--- config.mk ---
export PLATFORM = sky130hd
export DESIGN_NAME = otmc_mode_ctrl
export DESIGN_NICKNAME = d
export VERILOG_FILES = /design/src/hw/otmc_pkg.sv /design/src/hw/otmc_buf_if.sv /design/src/hw/otmc_sample_buf.sv /design/src/hw/otmc_mode_ctrl.sv
export SDC_FILE = /design/constraint.sdc
export NUM_CORES = 1
export LEC_CHECK = 0
export BUFFER_PORTS_ARGS = -buffer_cell sky130_fd_sc_hd__buf_2
export CAP_MARGIN = 20
export CORE_MARGIN = 10
export CORE_UTILIZATION = 42
export CTS_BUF_LIST = sky130_fd_sc_hd__clkbuf_16
export DETAILED_ROUTE_END_ITERATION = 16
export GPL_ROUTABILITY_DRIVEN = 0
export PLACE_DENSITY_LB_ADDON = 0.12
export SETUP_SLACK_MARGIN = 0.3
export SLEW_MARGIN = 25
export SYNTH_ARGS = -nofsm -noshare
export SYNTH_HDL_FRONTEND = slang
export SYNTH_SLANG_ARGS = --single-unit
export TNS_END_PERCENT = 100
--- constraint.sdc ---
create_clock -name clk -period 1.6 [get_ports clk]
set_input_delay 0.16 -clock clk [delete_from_list [all_inputs] [get_ports clk]]
set_output_delay 0.16 -clock clk [all_outputs]
set_load 0.01 [all_outputs]
--- src/hw/otmc_pkg.sv ---
// Shared constants and types of the transceiver mode-control block
package otmc_pkg;
  // Control register 1 field positions
  localparam int C1_SPEED     = 0;
  localparam int C1_SUSPEND   = 1;
  localparam int C1_LINE_MODE = 2;
  localparam int C1_PASS      = 3;
  localparam int C1_ACON_EN   = 4;
  localparam int C1_UART      = 6;
  // Control register 2 field positions
  localparam int C2_DP_PU     = 0;
  localparam int C2_DM_PU     = 1;
  localparam int C2_DP_PD     = 2;
  localparam int C2_DM_PD     = 3;
  localparam int C2_ID_GND    = 4;
  localparam int C2_VBUS_DRV  = 5;
  // Control register 3 field positions
  localparam int C3_BIAS      = 1;
  localparam int C3_BIDI      = 2;
  localparam int C3_BDIR0     = 3;
  localparam int C3_BDIR1     = 4;
  localparam int C3_LOW_RAIL  = 7;
  // Reset values
  localparam logic [7:0] CTRL1_RST = 8'h03;
  localparam logic [7:0] CTRL2_RST = 8'h0C;
  localparam logic [7:0] CTRL3_RST = 8'h14;
  // Receive sample word: {diff, plus, minus, se0}
  localparam int SAMPLE_W = 4;
  // Operating modes
  typedef enum logic [1:0] {
    MODE_USB,
    MODE_UART,
    MODE_PASS,
    MODE_AUDIO
  } otmc_mode_type;
endpackage : otmc_pkg

--- src/hw/otmc_buf_if.sv ---
// Valid/ready carrier between the mode-control top and its sample buffer
`timescale 1ns/1ps
`default_nettype none
interface otmc_buf_if #(parameter int W = 4);
  logic         in_valid;
  logic         in_ready;
  logic [W-1:0] in_data;
  logic         out_valid;
  logic         out_ready;
  logic [W-1:0] out_data;
  modport buf_side (input in_valid, in_data, out_ready,
                    output in_ready, out_valid, out_data);
  modport user (output in_valid, in_data, out_ready,
                input in_ready, out_valid, out_data);
endinterface : otmc_buf_if
`default_nettype wire

--- src/hw/otmc_sample_buf.sv ---
// Two-entry sample buffer with valid and ready on both sides
`timescale 1ns/1ps
`default_nettype none
module otmc_sample_buf #(
  parameter int W     = 4,
  parameter int DEPTH = 2
) (
  // Clock and control
  input  wire logic  clk,
  input  wire logic  srst,
  input  wire logic  ce,
  // Buffer ports
  otmc_buf_if.buf_side bi
);
  localparam int AW = $clog2(DEPTH);
  logic [W-1:0]   mem_q [DEPTH];
  logic [AW-1:0]  wr_q;
  logic [AW-1:0]  rd_q;
  logic [AW:0]    cnt_q;
  logic           push;
  logic           pop;

  // Handshakes; full and empty come from the fill count
  assign bi.in_ready  = (cnt_q != (AW+1)'(DEPTH));
  assign bi.out_valid = (cnt_q != '0);
  assign bi.out_data  = mem_q[rd_q];
  assign push = ce && bi.in_valid && bi.in_ready;
  assign pop  = ce && bi.out_valid && bi.out_ready;

  // Storage entries
  always_ff @(posedge clk)
  begin
    if (push)
      mem_q[wr_q] <= bi.in_data;
  end

  // Pointers and fill count
  always_ff @(posedge clk)
  begin
    if (srst)
    begin
      wr_q  <= '0;
      rd_q  <= '0;
      cnt_q <= '0;
    end
    else
    begin
      if (push)
        wr_q <= (wr_q == AW'(DEPTH - 1)) ? '0 : wr_q + AW'(1);
      if (pop)
        rd_q <= (rd_q == AW'(DEPTH - 1)) ? '0 : rd_q + AW'(1);
      if (push && !pop)
        cnt_q <= cnt_q + (AW+1)'(1);
      else if (pop && !push)
        cnt_q <= cnt_q - (AW+1)'(1);
    end
  end
endmodule : otmc_sample_buf
`default_nettype wire

--- src/hw/otmc_mode_ctrl.sv ---
// Mode-control glue of a full-speed OTG transceiver
// What this block does
// - Power-down needs suspend bit and suspend pin
// - Power-down keeps interrupts except auto-connect event
// - Explicit enable bits override suspend power-off
// - Single-ended receiver results always out; OE enables driver
// - Differential receiver output only in split mode
// - Bidi bit off: data pins are inputs
// - Line-mode bit picks encoded or split pins
// - Full speed needs speed bit and pin
// - Decode pass-through and UART select bits
// - Both selects set: keep UART, clear pass
// - Pass-through: D+ data, D- clock, OE low
// - Pass-through enables data-line pull-up automatically
// - Pass-through mirrors host bus; slave ignores commands
// - UART direction bits steer D+ and D-
// - Audio releases drivers, pulls, bus power
// - Audio when selects zero, OE high, ctrl2 zero
// - ID detector reports three states, short event
// - Live bus-valid and session-valid status
// - Low-rail bit selects regulator voltage
// - Driver differential, split UART, or open-drain
// - Behaviour set through set/clear control registers
// - UART select bit 6 beats pass bit 3
// - Bidi bit 2 resets 1; bdir bits 3,4
`timescale 1ns/1ps
`default_nettype none
module otmc_mode_ctrl
  import otmc_pkg::*;
(
  // Clock, reset, enable
  input  wire logic     clk,
  input  wire logic     srst,
  input  wire logic     ce,
  // Control register set and clear strobes
  input  wire logic [7:0] ctrl1_set,
  input  wire logic [7:0] ctrl1_clr,
  input  wire logic [7:0] ctrl2_set,
  input  wire logic [7:0] ctrl2_clr,
  input  wire logic [7:0] ctrl3_set,
  input  wire logic [7:0] ctrl3_clr,
  // Control register read-back
  output logic [7:0]    ctrl1_rd,
  output logic [7:0]    ctrl2_rd,
  output logic [7:0]    ctrl3_rd,
  // Controller-side pins
  input  wire logic     suspend_pin,
  input  wire logic     speed_pin,
  input  wire logic     output_enable_pin_n,
  input  wire logic     plus_line_data_pin_i,
  output logic          plus_line_data_pin_o,
  output logic          plus_line_data_pin_oe_n,
  input  wire logic     minus_line_data_pin_i,
  output logic          minus_line_data_pin_o,
  output logic          minus_line_data_pin_oe_n,
  output logic          diff_receiver_out,
  output logic          diff_receiver_out_oe_n,
  output logic          plus_single_ended_out,
  output logic          minus_single_ended_out,
  input  wire logic     rx_ready,
  output logic          rx_valid,
  output logic          sample_ready,
  // Host two-wire bus for pass-through
  input  wire logic     host_sda_i,
  output logic          host_sda_oe_n,
  input  wire logic     host_scl_i,
  output logic          reg_slave_enable,
  // Cable side line drivers and receivers
  input  wire logic     diff_rx_i,
  input  wire logic     dp_i,
  output logic          dp_o,
  output logic          dp_oe_n,
  input  wire logic     dm_i,
  output logic          dm_o,
  output logic          dm_oe_n,
  output logic          dp_pullup,
  output logic          dm_pullup,
  output logic          dp_pulldown,
  output logic          dm_pulldown,
  output logic          id_ground,
  output logic          vbus_drive,
  // Analog comparators and detectors
  input  wire logic     vbus_valid_cmp,
  input  wire logic     session_valid_cmp,
  input  wire logic     id_gnd_cmp,
  input  wire logic     id_res_cmp,
  input  wire logic     acon_event_in,
  // Mode and status
  output var otmc_mode_type mode,
  output logic          power_down,
  output logic          full_speed,
  output logic          low_rail_select,
  output logic          bias_on,
  output logic          regulator_on,
  output logic          vbus_valid,
  output logic          session_valid,
  output logic          id_floating,
  output logic          id_grounded,
  output logic          id_resistor,
  output logic          id_short_event,
  output logic          acon_event
);
  logic [7:0]    ctrl1_q, ctrl2_q, ctrl3_q;
  logic [7:0]    ctrl1_d;
  logic          susp_q1, susp_q2, speed_q1, speed_q2;
  logic          id_gnd_q;
  logic          pd_d, audio_d;
  otmc_mode_type mode_d;
  logic          line_mode, bidi, oe_n;
  logic          s_diff, s_plus, s_minus, s_se0;
  logic          ppo_d, ppoe_d, mpo_d, mpoe_d, rcvoe_d;
  logic          dpo_d, dpoe_d, dmo_d, dmoe_d, sdaoe_d;
  logic          dppu_d, dmpu_d, dppd_d, dmpd_d, idg_d, vbus_d;

  otmc_buf_if #(.W(SAMPLE_W)) bi ();

  otmc_sample_buf #(.W(SAMPLE_W), .DEPTH(2)) u_buf (
    .clk  (clk),
    .srst (srst),
    .ce   (ce),
    .bi   (bi.buf_side)
  );

  // Receive samples are offered every enabled cycle; a sample is dropped while the buffer is full
  assign bi.in_valid  = 1'b1;
  assign bi.in_data   = {diff_rx_i, dp_i, dm_i, !dp_i && !dm_i};
  assign bi.out_ready = rx_ready;
  assign {s_diff, s_plus, s_minus, s_se0} = bi.out_data;

  assign line_mode = ctrl1_q[C1_LINE_MODE];
  assign bidi      = ctrl3_q[C3_BIDI];
  assign oe_n      = output_enable_pin_n;

  // Set/clear update of control register 1, UART select wins
  always_comb
  begin
    ctrl1_d = (ctrl1_q | ctrl1_set) & ~ctrl1_clr;
    ctrl1_d[7] = 1'b0;
    if (ctrl1_d[C1_UART] && ctrl1_d[C1_PASS])
      ctrl1_d[C1_PASS] = 1'b0;
  end

  // Control registers
  always_ff @(posedge clk)
  begin
    if (srst)
    begin
      ctrl1_q <= CTRL1_RST;
      ctrl2_q <= CTRL2_RST;
      ctrl3_q <= CTRL3_RST;
    end
    else if (ce)
    begin
      ctrl1_q <= ctrl1_d;
      ctrl2_q <= (ctrl2_q | ctrl2_set) & ~ctrl2_clr;
      ctrl3_q <= ((ctrl3_q | ctrl3_set) & ~ctrl3_clr) & 8'hFE;
    end
  end

  // Read-back straight from the control flops
  assign ctrl1_rd = ctrl1_q;
  assign ctrl2_rd = ctrl2_q;
  assign ctrl3_rd = ctrl3_q;

  // Two-flop resynchronisers for the suspend and speed pins
  always_ff @(posedge clk)
  begin
    if (srst)
    begin
      susp_q1  <= 1'b0;
      susp_q2  <= 1'b0;
      speed_q1 <= 1'b0;
      speed_q2 <= 1'b0;
    end
    else if (ce)
    begin
      susp_q1  <= suspend_pin;
      susp_q2  <= susp_q1;
      speed_q1 <= speed_pin;
      speed_q2 <= speed_q1;
    end
  end

  // Power and operating mode decode
  always_comb
  begin
    pd_d = ctrl1_q[C1_SUSPEND] && susp_q2;
    audio_d = !ctrl1_q[C1_PASS] && !ctrl1_q[C1_UART] && oe_n
              && (ctrl2_q == 8'h00);
    if (audio_d)
      mode_d = MODE_AUDIO;
    else if (ctrl1_q[C1_UART])
      mode_d = MODE_UART;
    else if (ctrl1_q[C1_PASS])
      mode_d = MODE_PASS;
    else
      mode_d = MODE_USB;
  end

  // Pin and line steering per mode
  always_comb
  begin
    ppo_d   = 1'b0;
    ppoe_d  = 1'b1;
    mpo_d   = 1'b0;
    mpoe_d  = 1'b1;
    rcvoe_d = 1'b1;
    dpo_d   = 1'b0;
    dpoe_d  = 1'b1;
    dmo_d   = 1'b0;
    dmoe_d  = 1'b1;
    sdaoe_d = 1'b1;
    dppu_d  = ctrl2_q[C2_DP_PU];
    dmpu_d  = ctrl2_q[C2_DM_PU];
    dppd_d  = ctrl2_q[C2_DP_PD];
    dmpd_d  = ctrl2_q[C2_DM_PD];
    idg_d   = ctrl2_q[C2_ID_GND];
    vbus_d  = ctrl2_q[C2_VBUS_DRV];
    case (mode_d)
      MODE_USB:
      begin
        // Differential driver enabled by the active-low OE pin
        if (!oe_n)
        begin
          dpoe_d = 1'b0;
          dmoe_d = 1'b0;
          if (line_mode)
          begin
            dpo_d = !minus_line_data_pin_i && plus_line_data_pin_i;
            dmo_d = !minus_line_data_pin_i && !plus_line_data_pin_i;
          end
          else
          begin
            dpo_d = plus_line_data_pin_i;
            dmo_d = minus_line_data_pin_i;
          end
        end
        // Receiver results back on the data pins
        if (bidi && oe_n)
        begin
          ppoe_d = 1'b0;
          mpoe_d = 1'b0;
          ppo_d  = line_mode ? s_diff : s_plus;
          mpo_d  = line_mode ? s_se0 : s_minus;
        end
        rcvoe_d = line_mode || !oe_n;
      end
      MODE_UART:
      begin
        // Two single-ended drivers, one direction bit each
        if (!ctrl3_q[C3_BDIR1])
        begin
          dpoe_d = 1'b0;
          dpo_d  = plus_line_data_pin_i;
        end
        else if (bidi)
        begin
          ppoe_d = 1'b0;
          ppo_d  = s_plus;
        end
        if (!ctrl3_q[C3_BDIR0])
        begin
          dmoe_d = 1'b0;
          dmo_d  = minus_line_data_pin_i;
        end
        else if (bidi)
        begin
          mpoe_d = 1'b0;
          mpo_d  = s_minus;
        end
      end
      MODE_PASS:
      begin
        // Open-drain mirror: D+ data, D- clock
        dppu_d = 1'b1;
        if (!oe_n)
        begin
          dpoe_d  = host_sda_i;
          dmoe_d  = host_scl_i;
          sdaoe_d = dp_i || !host_sda_i;
        end
      end
      MODE_AUDIO:
      begin
        // Everything released, no bus power
        dppu_d = 1'b0;
        dmpu_d = 1'b0;
        dppd_d = 1'b0;
        dmpd_d = 1'b0;
        idg_d  = 1'b0;
        vbus_d = 1'b0;
      end
      default:
      begin
        vbus_d = 1'b0;
      end
    endcase
  end

  // Registered steering outputs
  always_ff @(posedge clk)
  begin
    if (srst)
    begin
      plus_line_data_pin_o     <= 1'b0;
      plus_line_data_pin_oe_n  <= 1'b1;
      minus_line_data_pin_o    <= 1'b0;
      minus_line_data_pin_oe_n <= 1'b1;
      diff_receiver_out_oe_n   <= 1'b1;
      dp_o          <= 1'b0;
      dp_oe_n       <= 1'b1;
      dm_o          <= 1'b0;
      dm_oe_n       <= 1'b1;
      host_sda_oe_n <= 1'b1;
      dp_pullup     <= 1'b0;
      dm_pullup     <= 1'b0;
      dp_pulldown   <= 1'b0;
      dm_pulldown   <= 1'b0;
      id_ground     <= 1'b0;
      vbus_drive    <= 1'b0;
    end
    else if (ce)
    begin
      plus_line_data_pin_o     <= ppo_d;
      plus_line_data_pin_oe_n  <= ppoe_d;
      minus_line_data_pin_o    <= mpo_d;
      minus_line_data_pin_oe_n <= mpoe_d;
      diff_receiver_out_oe_n   <= rcvoe_d;
      dp_o          <= dpo_d;
      dp_oe_n       <= dpoe_d;
      dm_o          <= dmo_d;
      dm_oe_n       <= dmoe_d;
      host_sda_oe_n <= sdaoe_d;
      dp_pullup     <= dppu_d;
      dm_pullup     <= dmpu_d;
      dp_pulldown   <= dppd_d;
      dm_pulldown   <= dmpd_d;
      id_ground     <= idg_d;
      vbus_drive    <= vbus_d;
    end
  end

  // Mode, power and analog enables
  always_ff @(posedge clk)
  begin
    if (srst)
    begin
      mode             <= MODE_USB;
      power_down       <= 1'b0;
      full_speed       <= 1'b0;
      low_rail_select  <= 1'b0;
      bias_on          <= 1'b1;
      regulator_on     <= 1'b1;
      reg_slave_enable <= 1'b1;
    end
    else if (ce)
    begin
      mode             <= mode_d;
      power_down       <= pd_d;
      full_speed       <= ctrl1_q[C1_SPEED] && speed_q2;
      low_rail_select  <= ctrl3_q[C3_LOW_RAIL];
      bias_on          <= !pd_d || ctrl3_q[C3_BIAS];
      regulator_on     <= !pd_d || |ctrl2_q[C2_DM_PU:C2_DP_PU];
      reg_slave_enable <= (mode_d != MODE_PASS);
    end
  end

  // Live status and events
  always_ff @(posedge clk)
  begin
    if (srst)
    begin
      vbus_valid     <= 1'b0;
      session_valid  <= 1'b0;
      id_floating    <= 1'b1;
      id_grounded    <= 1'b0;
      id_resistor    <= 1'b0;
      id_gnd_q       <= 1'b0;
      id_short_event <= 1'b0;
      acon_event     <= 1'b0;
    end
    else if (ce)
    begin
      vbus_valid     <= vbus_valid_cmp;
      session_valid  <= session_valid_cmp;
      id_grounded    <= id_gnd_cmp;
      id_resistor    <= id_res_cmp && !id_gnd_cmp;
      id_floating    <= !id_res_cmp && !id_gnd_cmp;
      id_gnd_q       <= id_gnd_cmp;
      id_short_event <= id_gnd_cmp && !id_gnd_q;
      acon_event     <= acon_event_in && ctrl1_q[C1_ACON_EN] && !pd_d;
    end
  end

  // Buffered receiver results toward the controller
  always_ff @(posedge clk)
  begin
    if (srst)
    begin
      diff_receiver_out      <= 1'b0;
      plus_single_ended_out  <= 1'b0;
      minus_single_ended_out <= 1'b0;
      rx_valid               <= 1'b0;
      sample_ready           <= 1'b0;
    end
    else if (ce)
    begin
      rx_valid     <= bi.out_valid;
      sample_ready <= bi.in_ready;
      if (bi.out_valid && rx_ready)
      begin
        diff_receiver_out      <= s_diff;
        plus_single_ended_out  <= s_plus;
        minus_single_ended_out <= s_minus;
      end
    end
  end
endmodule : otmc_mode_ctrl
`default_nettype wire

## Word level (Yosys, flattened, before mapping)

Memories as Yosys holds them, arrays and structs flattened. A register that Yosys moved wholly into a read port is not among the register bits.
Index checks and enable logic that the tools add are counted.

- Bits in registers: 66
- Memory bits (writable): 8
- Memories kept: 1

Memories:

| memory | depth | bits a word | read ports | clocked after memory_dff | write ports | RTL line | text |
|---|---|---|---|---|---|---|---|
| u_buf.mem_q | 2 | 4 | 1 | 1 | 1 | otmc_sample_buf.sv:16 | `logic [W-1:0] mem_q [DEPTH];` |

- Add/sub/neg operators: 4
- Equality and inequality tests: 5
- Muxes and demuxes: 52
- Bitwise operators: 9
- Reduce and logical (&&, ||, !) cells: 45

Operator list:

| kind | count |
|---|---|
| $mux W1 | 38 |
| $logic_and A1 B1 Y1 | 21 |
| $and A8 B8 Y8 | 2 |
| $not A8 Y8 | 2 |
| $or A8 B8 Y8 | 2 |
| $logic_not A1 Y1 | 14 |
| $pmux W1 S2 | 7 |
| $mux W2 | 5 |
| $logic_not A8 Y1 | 1 |
| $and A7 B7 Y7 | 1 |
| $not A7 Y7 | 1 |
| $or A7 B7 Y7 | 1 |
| $pmux W1 S3 | 2 |
| $eq A2 B2 Y1 const B | 2 |
| $logic_or A1 B1 Y1 | 4 |
| $ne A2 B2 Y1 const B | 2 |
| $reduce_bool A2 Y1 | 2 |
| $add A1 B1 Y1 const B | 2 |
| $add A2 B1 Y2 const B | 1 |
| $eq A2 B1 Y1 const B | 1 |
| $logic_not A2 Y1 | 1 |
| $reduce_and A2 Y1 | 1 |
| $reduce_or A2 Y1 | 1 |
| $sub A2 B1 Y2 const B | 1 |

## Depth between registers and ports, before layout

- Depth after elaboration: 7
- Depth in mapped cells: 8
- Gate-level depth less buffers: 7

## Modules after synthesis

Synthesis repeated with hierarchy kept, for this count alone.

- Cell total of the unflattened synthesis: 295
- Area, all modules: 2964.1 um^2

By module, submodules not included:

| module | times used | cells an instance | area each (um^2) | sequential area each (um^2) |
|---|---|---|---|---|
| otmc_mode_ctrl | 1 | 258 | 2444.8 | 1241.2 |
| otmc_sample_buf | 1 | 37 | 519.2 | 340.3 |

## Worst setup path before layout

OpenSTA, ideal clock, no wires.

- Path type: reg-to-reg
- From: reg u_buf.cnt_q[0]
- To: reg u_buf.cnt_q[1]
- Library setup time: 71 ps
- Data arrival time: 1496 ps
- Data required time: 1529 ps
- Path slack: 33 ps
- Cell stages (with the launch flop): 7
- Clock period less this slack: 1567 ps
- Cell sequence: dfxtp_1 -> nor2_1 -> nor2_4 -> inv_1 -> ha_1 -> or3_1 -> a21oi_1

- Word-level cells in the longest chain between the ends: 6

RTL lines:

| item | RTL line | text |
|---|---|---|
| start, declared | otmc_sample_buf.sv:19 | `logic [AW:0] cnt_q;` |
| start signal, assigned | otmc_sample_buf.sv:53 | `cnt_q <= cnt_q + (AW+1)'(1);` |
| start signal, assigned | otmc_sample_buf.sv:55 | `cnt_q <= cnt_q - (AW+1)'(1);` |
| branches (longest 6 deep; another with $sub A2 B1 Y2) | -- |  |

Several ways; the timed one is not identified. The select of a mux whose other input is x is not followed.
A chain may end at the register's enable or synchronous reset.

## Worst setup path after layout

Ends and elaborated chain as after synthesis.

==> flow_summary_export.csv <==
group,metric,value,unit
place,io_buffers,120,
yosys,ys_types,41,
pwr,power_density,1230,nW/um^2
floorplan,dieHeight,104,um
worst_setup_path,worst_setup_path_end_kind,"flip-flop",
detailed_routing,via_count,2621,
yosys,avgSynthCellArea,9.59,um^2
sta,setup_violations,0,
yosys,synth_edf_count,8,
worst_setup_path,cp.required,1.85,ns
floorplan,initial_core_util,43.2,%
sta,rsz0062_at_grt,"true",
yosys,synthCells,306,
worst_setup_path,arrival,1.63,ns
detailed_routing,totalWireLength,7990,um
worst_setup_path,critPathBufInv,1,
pwr,ir_worst_vdd,0.000714,V
detailed_routing,viasPerCell,4.94,
final_layout,syn2layout_area_growth,39.7,%
final_layout,fin_nets,497,
final_layout,final_core_util,60.3,%
worst_setup_path,worstPathMaxFanout,4,
yosys,yosysTopAreaCell,"dfxtp_1",
yosys,synth_area_leaders,"dfxtp_1 (46%), edfxtp_1 (8.2%), a21oi_1 (7.3%)",
final_layout,multiInputGateArea,1340,um^2
final_layout,final_common_cell,"buf_2",
worst_setup_path,crit_path_max_incr_delay,0.39,ns
final_layout,layout_common_cells,"buf_2 (119), dfxtp_1 (58), a21oi_1 (42)",
floorplan,die-width,104,um
cts,cts_buffer_depth,2,
cts,cts_tree,"done",
yosys,async_reset_ff_share,0,%
global_routing,grt_pass1_vias,2570,
global_routing,overflow,0,
floorplan,io_pins,127,
worst_setup_path,worst_path_most_repeated_cell,"nor2_4",
detailed_routing,antenna_left,0,
floorplan,rows,30,
sta,clock.fmax,727,MHz
detailed_routing,drcViolationCount,0,
floorplan,design.die.area,10700,um^2
flow_run,cap_viol_max_count,0,
sta,setup_tns,0,ns
status,status,"completed",
cts,h-tree-depth,3,
hold_path,hp-class,"input pin to flip-flop",
detailed_routing,drt_iter0_markers,78,
global_routing,antenna_found_initial,1,
cts,clk_pin_slew,0.06,ns
pwr,power,5.03,mW
sta,hold_violations,0,
cts,ctsRootBufferMaster,"clkbuf_16",
floorplan,coreArea,6790,um^2
yosys,synth_flop_cell,"dfxtp_1",
yosys,synth-seq-cells,75,
detailed_routing,wl_per_cell,15.0,um
worst_setup_path,crit_path_start_kind,"flip-flop",
cts,cts.sinks,75,
sta,fin_skew,0.0104,ns
place,dpl.hpwl,5940,um
pwr,p_leak,1.78,nW
global_routing,grt_pass1_wl,13100,um
worst_setup_path,slowest_stage,"dfxtp_4",
yosys,ys_seq_area_share,53.9,%
worst_setup_path,crit_path_cell_trace,"nor2_4 -> nor2_4 -> inv_2 -> ha_4 -> xor2_1 -> or3_1 -> a21oi_1",
cts,cts_buffers,9,
final_layout,drive_gt1_share,41.2,%
yosys,yosysWarnings,0,
sta,drv_slew,0,
final_layout,nFillCells,644,
sta,finalCritPeriodShare,86.0,%
worst_setup_path,critPathTopFamily,"simple AND/OR/NAND/NOR gates",
sta,min_period,1.38,ns
final_layout,regArea,1600,um^2
yosys,synth_top_area_share,45.7,%
global_routing,grt_max_degree,36,
cts,clock_latency,0.33,ns
global_routing,grt_use_total,14.4,%
cts,cts_hold_buffers,0,
yosys,synth_area,2930,um^2
detailed_routing,first_pass_iters,4,
worst_setup_path,setup.worst_path.class,"flip-flop to flip-flop",
==> area by class of cell <==
| cell class | instances | share of cell area (%) |
|---|---|---|
| antenna | 1 | 0.0610 |
| clock buffer | 9 | 5.49 |
| clock inverter | 7 | 1.34 |
| inverter | 8 | 0.732 |
| multi-input combinational | 200 | 32.7 |
| sequential | 75 | 39.0 |
| tap | 96 | 2.93 |
| timing repair buffer | 135 | 17.8 |
==> state kept, by name, indices dropped and copies added (netlist names), 2 cells and up, named ones only <==
name,cells
u_buf.mem_q,8
ctrl1_rd,7
mode,2
ctrl2_rd,8
u_buf.cnt_q,2
ctrl3_rd,7
==> final timing paths <==
| check | from | end | slack [ns] | cells past startpoint |
|---|---|---|---|---|
| setup / recovery | u_buf.cnt_q[0] | u_buf.cnt_q[1] | 0.22 | 7 |
| hold / removal | ctrl2_clr[1] | ctrl2_rd[1] | 0.0005 | 2 |
| setup reg to reg | u_buf.cnt_q[0] | u_buf.cnt_q[1] | 0.22 | 7 |
| hold reg to reg | dm_o | dm_o | 0.46 | 2 |
==> through the flow <==
stage               hold slack [ns]  setup slack [ns]  instance area, um^2  std cells
floorplan                     0.252             0.212                 2970        307
global placement              0.344             0.154                 3660        509
detailed placement            0.349             0.112                 3660        509
CTS                         0.00223             0.187                 3990        527
global route                 0.0110             0.155                 4100        530
finish                     0.000479             0.224                 4100        531
==> report_power, final <==
part	total, mW	internal (mW)	switching [mW]	leakage [nW]
Clock	1.88	1.18	0.707	0.154
Sequential	2.26	2.11	0.151	0.629
Combinational	0.887	0.427	0.461	0.997
Total	5.03	3.71	1.32	1.78
==> cells by family (layout without fill, tap and decap cells) <==
logic type	after synthesis	in the layout	share of synthesized area, %
AND/OR/NAND/NOR	87	87	14.2
AO/OA/AOI/OAI	86	86	18.2
multiplexers	20	20	6.82
flip-flops	75	75	53.9
adder cells (fa/ha/maj)	1	1	0.426
buffers and inverters	32	159	5.20
XOR/XNOR	4	4	1.19
other	1	3	0.128
==> worst reg2reg max path: cells and delay by family (launching register included) <==
family | cells | cell delay (ns)
buffers and inverters | 1 | 0.05
DFF | 1 | 0.39
xor gates and xnor gates | 1 | 0.14
AOI/OAI and AO/OA | 1 | 0.11
and+or+nand+nor | 3 | 0.47
adders and majority gates | 1 | 0.14
==> synth_stat cells (all sizes together) (4+ instances only) <==
master  instances
dfxtp          67
a21oi          43
nor2           39
a211oi         21
mux2i          20
nand2          17
buf            14
clkbuf         10
edfxtp          8
inv             8
o21ai           8
or2             8
nand3           5
nand2b          4
==> repair_timing <==
action	CTS	global route
resized for setup	7	21
pin swaps	5	7
endpoints found under the setup margin	8	18
setup buffers	2	3
gates cloned	0	0
==> per-layer routing <==
layer  GRT usage, %  share of wire [%]  vias to the layer above
met5              0                  0                        -
met4           5.44               0.95                        0
li1               -                  -                     1331
met3           4.52                5.8                        7
met1           18.2                 46                     1215
met2           22.5                 48                       68
(Power assumes the default switching activity.)
